**src/bsadc_pkg.sv**
```systemverilog
// Shared constants for the scan chain and its converter check
package bsadc_pkg;

	localparam int CHAIN_LEN = 205;

	// Chain positions, bit 0 nearest the serial output
	localparam int BIT_COMP_IDLE = 204;
	localparam int BIT_ACO = 203;
	localparam int BIT_MUX_NEG = 202;
	localparam int BIT_BG_POS = 201;
	localparam int BIT_COMP = 200;
	localparam int BIT_CONV_EN = 194;
	localparam int BIT_DAC_MSB = 192;
	localparam int BIT_DAC_LSB = 183;
	localparam int BIT_HOLD = 178;
	localparam int BIT_CHSEL_MSB = 176;
	localparam int BIT_CHSEL_LSB = 169;
	localparam int BIT_NEG_MSB = 166 + 2;
	localparam int BIT_NEG_LSB = 166;
	localparam int BIT_GAIN_PASSGATE_ENABLE = 165;
	localparam int BIT_LATCH_PRECHARGE_N_N = 164;
	localparam int BIT_PROG_OBS = 160;
	localparam int PORTE_BASE = 159;
	localparam int PORTC_BASE = 62;
	localparam int PORTA_BASE = 35;
	localparam int CELLS_PER_PIN = 3;
	localparam int PORTE_PINS = 6;
	localparam int PORTC_TAP_LO = 2;
	localparam int PORTC_TAP_HI = 5;

	localparam logic [CHAIN_LEN-1:0] ONE = {{(CHAIN_LEN-1){1'b0}}, 1'b1};
	// Recommended idle values of the converter cells
	localparam logic [CHAIN_LEN-1:0] IDLE_CELLS = (ONE << BIT_HOLD) | (ONE << BIT_CHSEL_LSB)
		| (ONE << BIT_GAIN_PASSGATE_ENABLE) | (ONE << BIT_LATCH_PRECHARGE_N_N);

	localparam logic [9:0] DAC_MID = 10'h200;
	localparam logic [9:0] DAC_LOW_DEF = 10'h123;
	localparam logic [9:0] DAC_HIGH_DEF = 10'h143;
	localparam logic [7:0] CHSEL_DEF = 8'h08;
	localparam int DUMMY_COMPARES = 10;
	localparam int CHECK_STEPS = 11;
	localparam int STEP_LOW_CHECK = 6;

	// Timing
	localparam int PCLK_NS = 50;
	localparam int TCK_NS = 400;
	localparam int TCK_HALF = TCK_NS / PCLK_NS / 2;
	localparam int CONV_WAIT_NS = 200;
	localparam int CONV_WAIT_CYC = (CONV_WAIT_NS + PCLK_NS - 1) / PCLK_NS;

	typedef enum logic [1:0] {
		BSADC_PRELOAD = 2'h1,
		BSADC_EXTEST = 2'h2
	} bsadc_instr_t;

	// APB register offsets of the tester
	localparam logic [7:0] REG_CTRL = 8'h00;
	localparam logic [7:0] REG_LOW = 8'h04;
	localparam logic [7:0] REG_HIGH = 8'h08;
	localparam logic [7:0] REG_STATUS = 8'h0C;

	// Port A runs in reverse pin order along the chain
	function automatic int pin_cell(input int base, input int pin, input int kind, input logic reversed);
		pin_cell = base - CELLS_PER_PIN * (reversed ? (7 - pin) : pin) - kind;
	endfunction : pin_cell

endpackage : bsadc_pkg

```
**src/bsadc_link_if.sv**
```systemverilog
// Serial test link between tester and device
`timescale 1ns/100ps
`default_nettype none
interface bsadc_link_if;
	logic tck;
	logic tdi;
	logic tdo;
	logic capture_req;
	logic shift_en;
	logic update_req;
	logic [1:0] instr;

	modport tester (output tck, output tdi, output capture_req, output shift_en, output update_req,
		output instr, input tdo);
	modport device (input tck, input tdi, input capture_req, input shift_en, input update_req,
		input instr, output tdo);
endinterface : bsadc_link_if
`default_nettype wire

```
**src/bsadc_device.sv**
```systemverilog
// Device end: boundary-scan chain with converter and port cells
`timescale 1ns/100ps
`default_nettype none
// What this block does
// - Tester checks input between two limit codes
// - Tester makes channel pin input, no pull-up
// - Enabling converter runs ten discarded comparisons
// - Tester waits 200 ns after converter enable
// - Reference held at 0x200 while sampling
// - Instruction before each pattern; check shifted-out bits
// - Lower-limit pass reads comparator as 0
// - Upper-limit pass reads comparator as 1
// - Hold spans five patterns, bounding test clock
// - Bit 0 shifted in and out first
// - Pin order kept; port A reversed
// - Analog cells at top, bits 204 to 161
// - Reference, channel, negative-select cell positions fixed
// - Three cells per pin, descending positions
// - Port C pins 2..5 have no cells
// - Idle converter cells take recommended values
// - Exactly one negative-input source selected
module bsadc_device
	import bsadc_pkg::*;
#(
	parameter int LEN = CHAIN_LEN
) (
	input wire logic pclk,
	input wire logic presetn,
	bsadc_link_if.device link,
	input wire logic compare_in,
	input wire logic analog_compare_result,
	input wire logic program_entry_observe,
	input wire logic converter_enable_func,
	output logic converter_busy,
	output logic converter_enable,
	output logic [9:0] dac_code,
	output logic [7:0] input_channel_select,
	output logic [2:0] negative_input_select,
	output logic sample_hold,
	output logic latch_precharge_n,
	output logic mux_to_negative_input_enable,
	output logic bandgap_on_positive_input,
	output logic comparator_idle,
	output logic [7:0] pa_out,
	output logic [7:0] pa_oe,
	output logic [7:0] pa_pullup,
	output logic [7:0] pc_out,
	output logic [7:0] pc_oe,
	output logic [7:0] pc_pullup,
	output logic [PORTE_PINS-1:0] pe_out,
	output logic [PORTE_PINS-1:0] pe_oe,
	output logic [PORTE_PINS-1:0] pe_pullup
);

	////////////////////////////////////////////////////////////////////////
	// Synchronisers for link and analog inputs
	logic [1:0] tck_sync;
	logic tck_d;
	logic [1:0] tdi_sync;
	logic [1:0] cap_sync;
	logic [1:0] sh_sync;
	logic [1:0] upd_sync;
	logic [1:0] instr_s1;
	logic [1:0] instr_s2;
	logic [1:0] instr_take;
	logic [1:0] comp_sync;
	logic [1:0] aco_sync;
	logic [1:0] prog_sync;
	logic [1:0] conv_sync;
	logic conv_d;
	logic tck_rise;

	always_ff @(posedge pclk or negedge presetn) begin
		if (!presetn) begin
			tck_sync <= 2'h0;
			tck_d <= 1'b0;
			tdi_sync <= 2'h0;
			cap_sync <= 2'h0;
			sh_sync <= 2'h0;
			upd_sync <= 2'h0;
			instr_s1 <= 2'h0;
			instr_s2 <= 2'h0;
			instr_take <= 2'h0;
			comp_sync <= 2'h0;
			aco_sync <= 2'h0;
			prog_sync <= 2'h0;
			conv_sync <= 2'h0;
			conv_d <= 1'b0;
		end else begin
			tck_sync <= {tck_sync[0], link.tck};
			tck_d <= tck_sync[1];
			tdi_sync <= {tdi_sync[0], link.tdi};
			cap_sync <= {cap_sync[0], link.capture_req};
			sh_sync <= {sh_sync[0], link.shift_en};
			upd_sync <= {upd_sync[0], link.update_req};
			instr_s1 <= link.instr;
			instr_s2 <= instr_s1;
			// Two-bit code crosses unsynchronised; take it only once both samples agree
			if (instr_s1 == instr_s2) begin
				instr_take <= instr_s2;
			end
			comp_sync <= {comp_sync[0], compare_in};
			aco_sync <= {aco_sync[0], analog_compare_result};
			prog_sync <= {prog_sync[0], program_entry_observe};
			conv_sync <= {conv_sync[0], converter_enable_func};
			conv_d <= conv_sync[1];
		end
	end

	assign tck_rise = tck_sync[1] && !tck_d;

	////////////////////////////////////////////////////////////////////////
	// Shift, capture and update registers
	logic [LEN-1:0] chain;
	logic [LEN-1:0] upd_reg;
	logic [LEN-1:0] applied;
	logic [LEN-1:0] next_capture;
	logic extest;

	assign extest = (instr_take == BSADC_EXTEST);

	always_comb begin
		next_capture = applied;
		next_capture[BIT_COMP] = comp_sync[1];
		next_capture[BIT_ACO] = aco_sync[1];
		next_capture[BIT_PROG_OBS] = prog_sync[1];
	end

	always_ff @(posedge pclk or negedge presetn) begin
		if (!presetn) begin
			chain <= '0;
		end else if (tck_rise) begin
			if (cap_sync[1]) begin
				chain <= next_capture;
			end else if (sh_sync[1]) begin
				chain <= {tdi_sync[1], chain[LEN-1:1]};
			end
		end
	end

	always_ff @(posedge pclk or negedge presetn) begin
		if (!presetn) begin
			upd_reg <= IDLE_CELLS[LEN-1:0];
		end else if (tck_rise && upd_sync[1] && !cap_sync[1] && !sh_sync[1]) begin
			upd_reg <= chain;
		end
	end

	// Cells reach the analog side only under external test
	always_ff @(posedge pclk or negedge presetn) begin
		if (!presetn) begin
			applied <= IDLE_CELLS[LEN-1:0];
		end else begin
			applied <= extest ? upd_reg : IDLE_CELLS[LEN-1:0];
		end
	end

	assign link.tdo = chain[0];

	////////////////////////////////////////////////////////////////////////
	// Analog cell outputs, top of the chain
	assign comparator_idle = applied[BIT_COMP_IDLE];
	assign mux_to_negative_input_enable = applied[BIT_MUX_NEG];
	assign bandgap_on_positive_input = applied[BIT_BG_POS];
	assign converter_enable = applied[BIT_CONV_EN];
	assign dac_code = applied[BIT_DAC_MSB:BIT_DAC_LSB];
	assign sample_hold = applied[BIT_HOLD];
	assign input_channel_select = applied[BIT_CHSEL_MSB:BIT_CHSEL_LSB];
	assign negative_input_select = applied[BIT_NEG_MSB:BIT_NEG_LSB];
	assign latch_precharge_n = applied[BIT_LATCH_PRECHARGE_N_N];

	////////////////////////////////////////////////////////////////////////
	// Port pin cells: value, direction, pull-up in descending order
	genvar gp;
	generate
		for (gp = 0; gp < 8; gp++) begin : g_porta
			assign pa_out[gp] = applied[pin_cell(PORTA_BASE, gp, 0, 1'b1)];
			assign pa_oe[gp] = applied[pin_cell(PORTA_BASE, gp, 1, 1'b1)];
			assign pa_pullup[gp] = applied[pin_cell(PORTA_BASE, gp, 2, 1'b1)];
		end
		for (gp = 0; gp < 8; gp++) begin : g_portc
			if (gp >= PORTC_TAP_LO && gp <= PORTC_TAP_HI) begin : g_tap
				// These pins carry the test link itself
				assign pc_out[gp] = 1'b0;
				assign pc_oe[gp] = 1'b0;
				assign pc_pullup[gp] = 1'b0;
			end else begin : g_cell
				assign pc_out[gp] = applied[pin_cell(PORTC_BASE, gp, 0, 1'b0)];
				assign pc_oe[gp] = applied[pin_cell(PORTC_BASE, gp, 1, 1'b0)];
				assign pc_pullup[gp] = applied[pin_cell(PORTC_BASE, gp, 2, 1'b0)];
			end
		end
		for (gp = 0; gp < PORTE_PINS; gp++) begin : g_porte
			assign pe_out[gp] = applied[pin_cell(PORTE_BASE, gp, 0, 1'b0)];
			assign pe_oe[gp] = applied[pin_cell(PORTE_BASE, gp, 1, 1'b0)];
			assign pe_pullup[gp] = applied[pin_cell(PORTE_BASE, gp, 2, 1'b0)];
		end
	endgenerate

	////////////////////////////////////////////////////////////////////////
	// Discarded conversion on functional enable
	logic [3:0] dummy_cnt;

	always_ff @(posedge pclk or negedge presetn) begin
		if (!presetn) begin
			dummy_cnt <= 4'h0;
			converter_busy <= 1'b0;
		end else if (conv_sync[1] && !conv_d && !extest) begin
			dummy_cnt <= 4'(DUMMY_COMPARES - 1);
			converter_busy <= 1'b1;
		end else if (dummy_cnt != 4'h0) begin
			dummy_cnt <= dummy_cnt - 4'h1;
		end else begin
			converter_busy <= 1'b0;
		end
	end

endmodule : bsadc_device
`default_nettype wire

```
**src/flat_wrapper.sv**
```systemverilog
// flat-port wrapper written by rule: the top's interface ports become plain ports
module bsadc_device_flat import bsadc_pkg::*;
#(
	parameter int LEN = CHAIN_LEN
)
  (pclk, presetn, compare_in, analog_compare_result, program_entry_observe, converter_enable_func, converter_busy, converter_enable, dac_code, input_channel_select, negative_input_select, sample_hold, latch_precharge_n, mux_to_negative_input_enable, bandgap_on_positive_input, comparator_idle, pa_out, pa_oe, pa_pullup, pc_out, pc_oe, pc_pullup, pe_out, pe_oe, pe_pullup, link_tck, link_tdi, link_capture_req, link_shift_en, link_update_req, link_instr, link_tdo);
  bsadc_link_if link_i ();
  input wire logic pclk;
  input wire logic presetn;
  input wire logic compare_in;
  input wire logic analog_compare_result;
  input wire logic program_entry_observe;
  input wire logic converter_enable_func;
  output logic converter_busy;
  output logic converter_enable;
  output logic [9:0] dac_code;
  output logic [7:0] input_channel_select;
  output logic [2:0] negative_input_select;
  output logic sample_hold;
  output logic latch_precharge_n;
  output logic mux_to_negative_input_enable;
  output logic bandgap_on_positive_input;
  output logic comparator_idle;
  output logic [7:0] pa_out;
  output logic [7:0] pa_oe;
  output logic [7:0] pa_pullup;
  output logic [7:0] pc_out;
  output logic [7:0] pc_oe;
  output logic [7:0] pc_pullup;
  output logic [PORTE_PINS-1:0] pe_out;
  output logic [PORTE_PINS-1:0] pe_oe;
  output logic [PORTE_PINS-1:0] pe_pullup;
  input wire logic [$bits(link_i.tck)-1:0] link_tck;
  input wire logic [$bits(link_i.tdi)-1:0] link_tdi;
  input wire logic [$bits(link_i.capture_req)-1:0] link_capture_req;
  input wire logic [$bits(link_i.shift_en)-1:0] link_shift_en;
  input wire logic [$bits(link_i.update_req)-1:0] link_update_req;
  input wire logic [$bits(link_i.instr)-1:0] link_instr;
  output wire logic [$bits(link_i.tdo)-1:0] link_tdo;
  assign link_i.tck = link_tck;
  assign link_i.tdi = link_tdi;
  assign link_i.capture_req = link_capture_req;
  assign link_i.shift_en = link_shift_en;
  assign link_i.update_req = link_update_req;
  assign link_i.instr = link_instr;
  assign link_tdo = link_i.tdo;
  bsadc_device #(.LEN(LEN)) u_core (.pclk(pclk), .presetn(presetn), .link(link_i), .compare_in(compare_in), .analog_compare_result(analog_compare_result), .program_entry_observe(program_entry_observe), .converter_enable_func(converter_enable_func), .converter_busy(converter_busy), .converter_enable(converter_enable), .dac_code(dac_code), .input_channel_select(input_channel_select), .negative_input_select(negative_input_select), .sample_hold(sample_hold), .latch_precharge_n(latch_precharge_n), .mux_to_negative_input_enable(mux_to_negative_input_enable), .bandgap_on_positive_input(bandgap_on_positive_input), .comparator_idle(comparator_idle), .pa_out(pa_out), .pa_oe(pa_oe), .pa_pullup(pa_pullup), .pc_out(pc_out), .pc_oe(pc_oe), .pc_pullup(pc_pullup), .pe_out(pe_out), .pe_oe(pe_oe), .pe_pullup(pe_pullup));
endmodule
```
**config.mk**
```make
export PLATFORM = sky130hd
export DESIGN_NAME = bsadc_device_flat
export DESIGN_NICKNAME = d
export VERILOG_FILES = /design/src/bsadc_pkg.sv /design/src/bsadc_link_if.sv /design/src/bsadc_device.sv /design/src/flat_wrapper.sv
export SDC_FILE = /design/constraint.sdc
export NUM_CORES = 1
export LEC_CHECK = 0
export BUFFER_PORTS_ARGS = -buffer_cell sky130_fd_sc_hd__buf_2
export CELL_PAD_IN_SITES_DETAIL_PLACEMENT = 1
export CELL_PAD_IN_SITES_GLOBAL_PLACEMENT = 1
export CORE_MARGIN = 8
export CORE_UTILIZATION = 30
export CTS_BUF_LIST = sky130_fd_sc_hd__clkbuf_2 sky130_fd_sc_hd__clkbuf_4 sky130_fd_sc_hd__clkbuf_8
export CTS_CLUSTER_DIAMETER = 60
export DETAILED_ROUTE_END_ITERATION = 6
export PLACE_DENSITY_LB_ADDON = 0.1
export SETUP_SLACK_MARGIN = 0.2
export SLEW_MARGIN = 10
export SYNTH_ARGS = -nofsm -noshare
export SYNTH_HDL_FRONTEND = slang
export SYNTH_SLANG_ARGS = --single-unit
```
**constraint.sdc**
```tcl
create_clock -name pclk -period 1.91 [get_ports pclk]
set_input_delay 0.382 -clock pclk [delete_from_list [all_inputs] [get_ports pclk]]
set_output_delay 0.382 -clock pclk [all_outputs]
set_load 0.03 [all_outputs]
```
# [Word level (Yosys, flattened, before mapping)]
# Cells that the tools add are included.
[totals] reg_bits=646 latchBits=0 ramBits=0 mem_bits_ro=0 output_inout_bits=95 elab_cells=45 memories=0
[op_classes] add_sub_neg=1 multipliers=0 n_div=0 magnitude_cmp=0 eq_ne=3 shift=0 muxes=7 bitwise_logic=0 reduce_logical=15
[op_table] operator="$mux W205" n=3
[op_table] operator="$mux W4" n=2
[op_table] operator="$logic_and A1 B1 Y1" n=6
[op_table] operator="$logic_not A1 Y1" n=5
[op_table] operator="$reduce_bool A2 Y1" n=2
[op_table] operator="$reduce_bool A4 Y1" n=1
[op_table] operator="$sub A4 B1 Y4 const B" n=1
[op_table] operator="$eq A2 B2 Y1" n=1
[op_table] operator="$eq A2 B2 Y1 const B" n=1
[op_table] operator="$mux W1" n=2
[op_table] operator="$ne A2 B1 Y1 const B" n=1
[op_table] operator="$reduce_and A2 Y1" n=1

# [Logic depth before layout (Yosys ltp)]
# Gate-level depths: netlist of run 1.
[logic_depth] word_depth=5 depth_mapped=6 mapped_depth_nobuf=5

# [Worst setup path after synthesis of run 1]
# OpenSTA, ideal clock, no wires.
[synth_timing] kind="reg-to-reg" start="reg u_core.cap_sync[1]" end="reg u_core.chain[55]" setup_time_ns=0.128 t_arrival_ns=1.520 required_time_ns=1.782 slack_ns=0.262 stages_incl_launch_ff=6 cell_sequence="dfrtp_1 -> buf_2 -> clkbuf_1 -> buf_2 -> mux2_2 -> mux2_1"
[synth_between] elab_chain_len=2 elab_cells_between_ends=3 cone_classes="1 x mux; 2 x reduce/logical"
[synth_lines] element="start: declaration" line="bsadc_device.sv:60" source="logic [1:0] cap_sync;"
[synth_lines] element="start signal: assignment" line="bsadc_device.sv:93" source="cap_sync <= {cap_sync[0], link.capture_req};"
[synth_lines] element="$reduce_bool A2 Y1 (no line)"
[synth_lines] element="$reduce_and A2 Y1 (no line)"
[synth_lines] element="end signal: assignment" line="bsadc_device.sv:134" source="chain <= next_capture;"
[synth_lines] element="end signal: assignment" line="bsadc_device.sv:136" source="chain <= {tdi_sync[1], chain[LEN-1:1]};"
[synth_lines] element="end: declaration" line="bsadc_device.sv:114" source="logic [LEN-1:0] chain;"
# Several ways; a longest one is shown, not always the timed one.
# A chain may end at the register's enable or synchronous reset.

# [Final worst setup path of run 1]
[layout_timing] start="reg u_core.cap_sync[1]" end="reg u_core.chain[156]"
# Same word-level chain as after synthesis.

==> results of run 1 <==
-- power groups by stage --
| stage | clock network [uW] | logic, uW | registers [uW] |
|---|---|---|---|
| 2_1_floorplan | 0 | 980 | 14300 |
| 3_3_place_gp | 0 | 1900 | 14400 |
| 3_5_place_dp | 0 | 1940 | 14400 |
| 4_1_cts | 14700 | 2670 | 14200 |
| 5_1_grt | 15300 | 2940 | 14200 |
| 6_report | 14000 | 2710 | 14200 |
-- synth_stat cells (all sizes together) --
| cell | count | area, um2 |
|---|---|---|
| dfrtp | 632 | 15800 |
| mux2 | 612 | 6890 |
| and2 | 198 | 1240 |
| buf | 147 | 996 |
| clkbuf | 29 | 109 |
| dfstp | 8 | 210 |
| nand2 | 7 | 26.3 |
| nand2b | 6 | 37.5 |
| ha | 2 | 25.0 |
| inv | 2 | 7.51 |
| nor2 | 2 | 7.51 |
| nor3b | 2 | 20.0 |
| o211ai | 2 | 15.0 |
| o21ai | 2 | 10.0 |
| or3b | 2 | 17.5 |
| xor2 | 2 | 17.5 |
| a211o | 1 | 8.76 |
| a211oi | 1 | 7.51 |
| a21oi | 1 | 5.00 |
| conb | 1 | 3.75 |
| nand3b | 1 | 7.51 |
| nand4b | 1 | 8.76 |
| nor2b | 1 | 6.26 |
| nor3 | 1 | 5.00 |
| or3 | 1 | 6.26 |
| xnor2 | 1 | 8.76 |
-- how the worst max path moves through the flow --
stage | endpoint | slack, ns | depth (start not counted)
6_report | u_core.chain[156] | 0.03 | 7
5_1_grt | u_core.upd_reg[78] | -0.03 | 7
3_3_place_gp | u_core.upd_reg[156] | 0.07 | 5
4_1_cts | latch_precharge_n | 0.01 | 1
3_5_place_dp | u_core.upd_reg[159] | 0.07 | 5
2_1_floorplan | u_core.chain[55] | 0.26 | 5
-- cells by family (layout without fill, tap and decap cells) --
logic type | count (synthesis) | in the layout | share of synthesized area
other cells | 1 | 13 | 0.000147
mux | 612 | 612 | 0.270
simple gates | 222 | 222 | 0.0541
flops | 640 | 640 | 0.628
compound gates | 7 | 7 | 0.00181
buf+inv | 178 | 540 | 0.0436
fa+ha+maj | 2 | 2 | 0.000981
xor+xnor | 3 | 3 | 0.00103
-- area by class of cell --
type,instances,share of cell area
inverters,2,0.000218
well taps,1144,0.0415
clock buffers,201,0.0709
repair buffers,321,0.151
diodes,1,0.0000725
multi-input cells,858,0.267
flip-flops and latches,640,0.465
clock inverters,16,0.00428
-- per-layer routing --
metal / vias up / track usage
met5: - / 0
met4: 0 / 0.0437
met3: 89 / 0.0265
met2: 204 / 0.230
met1: 7496 / 0.177
li1: 6225 / -
-- repair_timing --
item                                    in CTS  in global routing
endpoints found under the setup margin     475                481
endpoints found under the hold margin      360                  0
setup buffers                               54                 23
resized for setup                          282                248
hold buffers                                12                  0
pin swaps                                    3                  3
cloned                                      62                  9
-- critical path: cells and delay by family (launching register included) --
family | cells | cell delay, ns
buffers and inverters | 5 | 0.68
flip-flops | 1 | 0.51
multiplexers | 2 | 0.54
-- through the flow --
stage | hold slack, ns | area (um2) | setup slack (ns) | total power, uW | std cells
6_report | 0.129 | 34500 | 0.0331 | 30900 | 3183
5_1_grt | 0.104 | 34500 | -0.0292 | 32400 | 3183
4_1_cts | 0.0642 | 33400 | 0.0110 | 31500 | 3150
3_5_place_dp | 0.277 | 27400 | 0.0713 | 16300 | 2805
3_3_place_gp | 0.273 | 27400 | 0.0693 | 16300 | 2805
2_1_floorplan | 0.0864 | 25600 | 0.262 | 15300 | 1676
==> flow_summary.json, run 1 <==
{
  "area_growth_pct": 35.3,
  "io_pins": 108,
  "max-slew-margin-rel": 0.611,
  "finClkSkew_ns": 0.0533,
  "worstPathCellList": "buf_6 > buf_6 > buf_12 > buf_12 > buf_16 > mux2_4 > mux2_4",
  "routed_wirelength_mm": 64.3,
  "r2r_cells": 7,
  "cts_made_buffers": 118,
  "ys_seq_area_frac": 0.628,
  "syn_inst": 1665,
  "met3_length_mm": 2.35,
  "grt_pass1_vias": 16300,
  "tightestPinTransition_ns": 0.583,
  "rsz0062_at_grt": "true",
  "fin_crit_ns": 1.88,
  "critPathArrivalTime_ns": 2.47,
  "yosysWarnings": 0,
  "worstSetupPathType": "flop to flop",
  "die_w_um": 308,
  "final_cell_mix": "630 x dfrtp_1, 404 x mux2_2, 208 x mux2_4",
  "grt_pass1_wl_mm": 102,
  "via_per_inst": 4.40,
  "cts_tree": "done",
  "rows": 107,
  "startpoint": "u_core.cap_sync[1]",
  "peakVddDrop_mv": 0.482,
  "post-route-period-util": 0.983,
  "cp-start-kind": "flop",
  "sw_frac_of_total": 0.240,
  "via_count": 14000,
  "intPower_uw": 23500,
  "drive_gt1_frac": 0.566,
  "final_util": 0.407,
  "overflow": 0,
  "seq_power_share": 0.458,
  "switching_power_uw": 7420,
  "wl_per_cell_um": 20.2,
  "port-buffer-count": 95,
  "clkPwrFrac": 0.454,
  "h-tree-depth": 3,
  "clock-sinks": 640,
  "ys_types": 29,
  "endpoint_kind": "flop",
  "grt_use_total": 0.137,
  "drtIter0Drc": 464,
  "die_area_mm2": 0.0946,
  "fill_cells": 8343,
  "cp_slowest_stage_delay_ns": 0.51,
  "start_util": 0.301,
  "fp.dieH_um": 308,
  "fin_nets": 1956,
  "clock_path_buffers": 3,
  "drt-met1-wl_mm": 28.4,
  "seqCellArea_mm2": 0.0160,
  "gp_congestion": 0.654,
  "rrSetupSlack_ns": 0.03,
  "grt_max_degree": 93,
  "layout_commonest_cell": "dfrtp_1",
  "top_layer": "met4",
  "crit_required_ns": 2.50,
  "ctsRootBufferMaster": "clkbuf_8",
  "setup_violations": 0,
  "comb_power_share": 0.088,
  "reg2reg_from": "u_core.cap_sync[1]",
  "multi_input_area_mm2": 0.00922,
  "clk_latency_ns": 0.72,
  "drv_cap": 0,
  "p_leak_uw": 0.0173,
  "r2r_end": "u_core.chain[156]",
  "critPathMaxFanout": 7,
  "path_clk_slew_ns": 0.06,
  "largest_reg_flops": 205,
  "drv_slew": 0,
  "antenna_left": 0,
  "drc": 0,
  "slowest_stage": "dfrtp_4",
  "core_mm2": 0.0847,
  "power.density_mw_per_mm2": 896,
  "finalHoldViolCount": 0,
  "outcome": "complete, no violations",
  "dr.pass1.iters": 5,
  "dpl.hpwl_mm": 30.7,
  "routed-wl-met2_mm": 32.1,
  "min_path_type": "input pin to async pin",
  "netlist_area_mm2": 0.0255,
  "max_freq_ghz": 0.533,
  "finalSetupTns_ns": 0,
  "antenna_found_initial": 2,
  "syn-mean-instance-area_um2": 15.3,
  "ys_ff_latch": 640
}
No activity file was read; power rests on OpenSTA's default activity.
==> inputs of run 2 (changes only) <==
--- a/config.mk
+++ b/config.mk
@@ -8,2 +8,3 @@
 export BUFFER_PORTS_ARGS = -buffer_cell sky130_fd_sc_hd__buf_2
+export CAP_MARGIN = 15
 export CELL_PAD_IN_SITES_DETAIL_PLACEMENT = 1
==> constraint.sdc (replaced) <==
create_clock -name pclk -period 1.91 [get_ports pclk]
set_input_delay 0 -clock pclk [delete_from_list [all_inputs] [get_ports pclk]]
set_output_delay 0 -clock pclk [all_outputs]
set_load 0.05 [all_outputs]
==> flow_summary.json, run 2 (synthesis gave the netlist of run 1 again) <==
{
  "cp-start-kind": "flop",
  "cts_made_buffers": 117,
  "grt_pass1_wl_mm": 90.5,
  "dr.pass1.iters": 4,
  "crit_required_ns": 2.53,
  "endpoint_kind": "flop",
  "ctsRootBufferMaster": "clkbuf_8",
  "max_freq_ghz": 0.570,
  "fin_nets": 1883,
  "r2r_cells": 5,
  "routed_wirelength_mm": 60.6,
  "finClkSkew_ns": 0.0486,
  "drv_cap": 0,
  "fin_crit_ns": 1.76,
  "die_area_mm2": 0.0946,
  "fill_cells": 8536,
  "clk_latency_ns": 0.75,
  "worstSetupPathType": "flop to flop",
  "grt_pass1_vias": 15500,
  "rows": 107,
  "h-tree-depth": 3,
  "io_pins": 108,
  "antenna_found_initial": 2,
  "outcome": "complete, no violations",
  "drv_slew": 0,
  "setup_violations": 0,
  "clock-sinks": 640,
  "path_clk_slew_ns": 0.06,
  "critPathMaxFanout": 9,
  "placed_cell_area_mm2": 0.0272,
  "die_w_um": 308,
  "wl_per_cell_um": 19.5,
  "clock_path_buffers": 3,
  "instances_no_fill": 3109,
  "via_count": 13600,
  "area_growth_pct": 25.8,
  "port-buffer-count": 95,
  "gp_congestion": 0.652,
  "min_path_type": "input pin to async pin",
  "p_leak_uw": 0.0163,
  "drive_gt1_frac": 0.540,
  "via_per_inst": 4.38,
  "fp.dieH_um": 308,
  "rsz0062_at_grt": "true",
  "dp_cells": 2800,
  "drc": 0,
  "peakVddDrop_mv": 0.536,
  "start_util": 0.301,
  "antenna_left": 0,
  "dpl.hpwl_mm": 30.0,
  "largest_reg_flops": 205,
  "fin_area_mm2": 0.0321,
  "overflow": 0,
  "grt_max_degree": 90,
  "power.density_mw_per_mm2": 946,
  "finalHoldViolCount": 0,
  "drtIter0Drc": 502,
  "critPathArrivalTime_ns": 2.37,
  "post-route-period-util": 0.919,
  "final_cell_mix": "631 x dfrtp_1, 503 x mux2_2, 198 x and2_1",
  "cts_tree": "done",
  "layout_commonest_cell": "dfrtp_1",
  "core_mm2": 0.0847,
  "grt_use_total": 0.118
}
==> run 2: per-layer routing <==
layer / vias up / track usage / wire, um
li1: 6053 / - / -
met1: 7224 / 0.152 / 27400
met2: 195 / 0.196 / 29500
met3: 132 / 0.0284 / 2200
met4: 0 / 0.0387 / 1520
met5: - / 0 / 0
==> run 2: final cells by class <==
| class | instances | area [um2] | share of cell area |
|---|---|---|---|
| Sequential cell | 640 | 16000 | 0.499 |
| Multi-Input combinational cell | 858 | 8820 | 0.275 |
| Timing Repair Buffer | 249 | 3220 | 0.100 |
| Clock buffer | 198 | 2410 | 0.0752 |
| Tap cell | 1144 | 1430 | 0.0446 |
| Clock inverter | 16 | 166 | 0.00519 |
| Inverter | 2 | 7.51 | 0.000234 |
| Antenna cell | 2 | 5.00 | 0.000156 |
==> run 2: timing repair <==
item,CTS,global route
hold buffers,24,0
buffers inserted,11,7
hold endpoints to repair,650,0
gates cloned,10,41
gates resized for setup,30,138
endpoints found under the setup margin,379,322
pin swaps,3,1
==> run 2: critical path, cell delays in order (launching register included) <==
cell and delay [ns]:
dfrtp_4 0.50, buf_12 0.15, bufbuf_16 0.29, clkbuf_16 0.17, mux2_2 0.27, mux2_4 0.25
==> run 2: through the flow <==
step	hold slack (ns)	worst slack [ns]	setup TNS (ns)	total power (uW)	util
after floorplan	-0.296	0.262	0	15400	-
after global placement	0.00898	-0.0197	-0.857	16200	0.321
after detailed placement	0.0130	-0.0190	-0.106	16200	0.321
after CTS	0.0369	0.139	0	30800	0.361
after global routing	0.0646	0.106	0	31800	0.379
final	0.0874	0.154	0	30400	0.379
==> run 2: path summary, 6_finish.rpt <==
path	end	slack (ns)	startpoint
max in group asynchronous	u_core.upd_reg[40]	1.29	presetn
max	u_core.chain[92]	0.15	u_core.cap_sync[1]
min reg2reg	u_core.conv_sync[1]	0.35	u_core.conv_sync[0]
max reg2reg	u_core.chain[92]	0.15	u_core.cap_sync[1]
min	u_core.applied[169]	0.09	presetn
min in group pclk	u_core.conv_sync[1]	0.35	u_core.conv_sync[0]
==> run 2: report_power, final <==
group          internal, uW  switching (uW)
clock network          8180            5810
registers             13900             214
logic                   993            1240
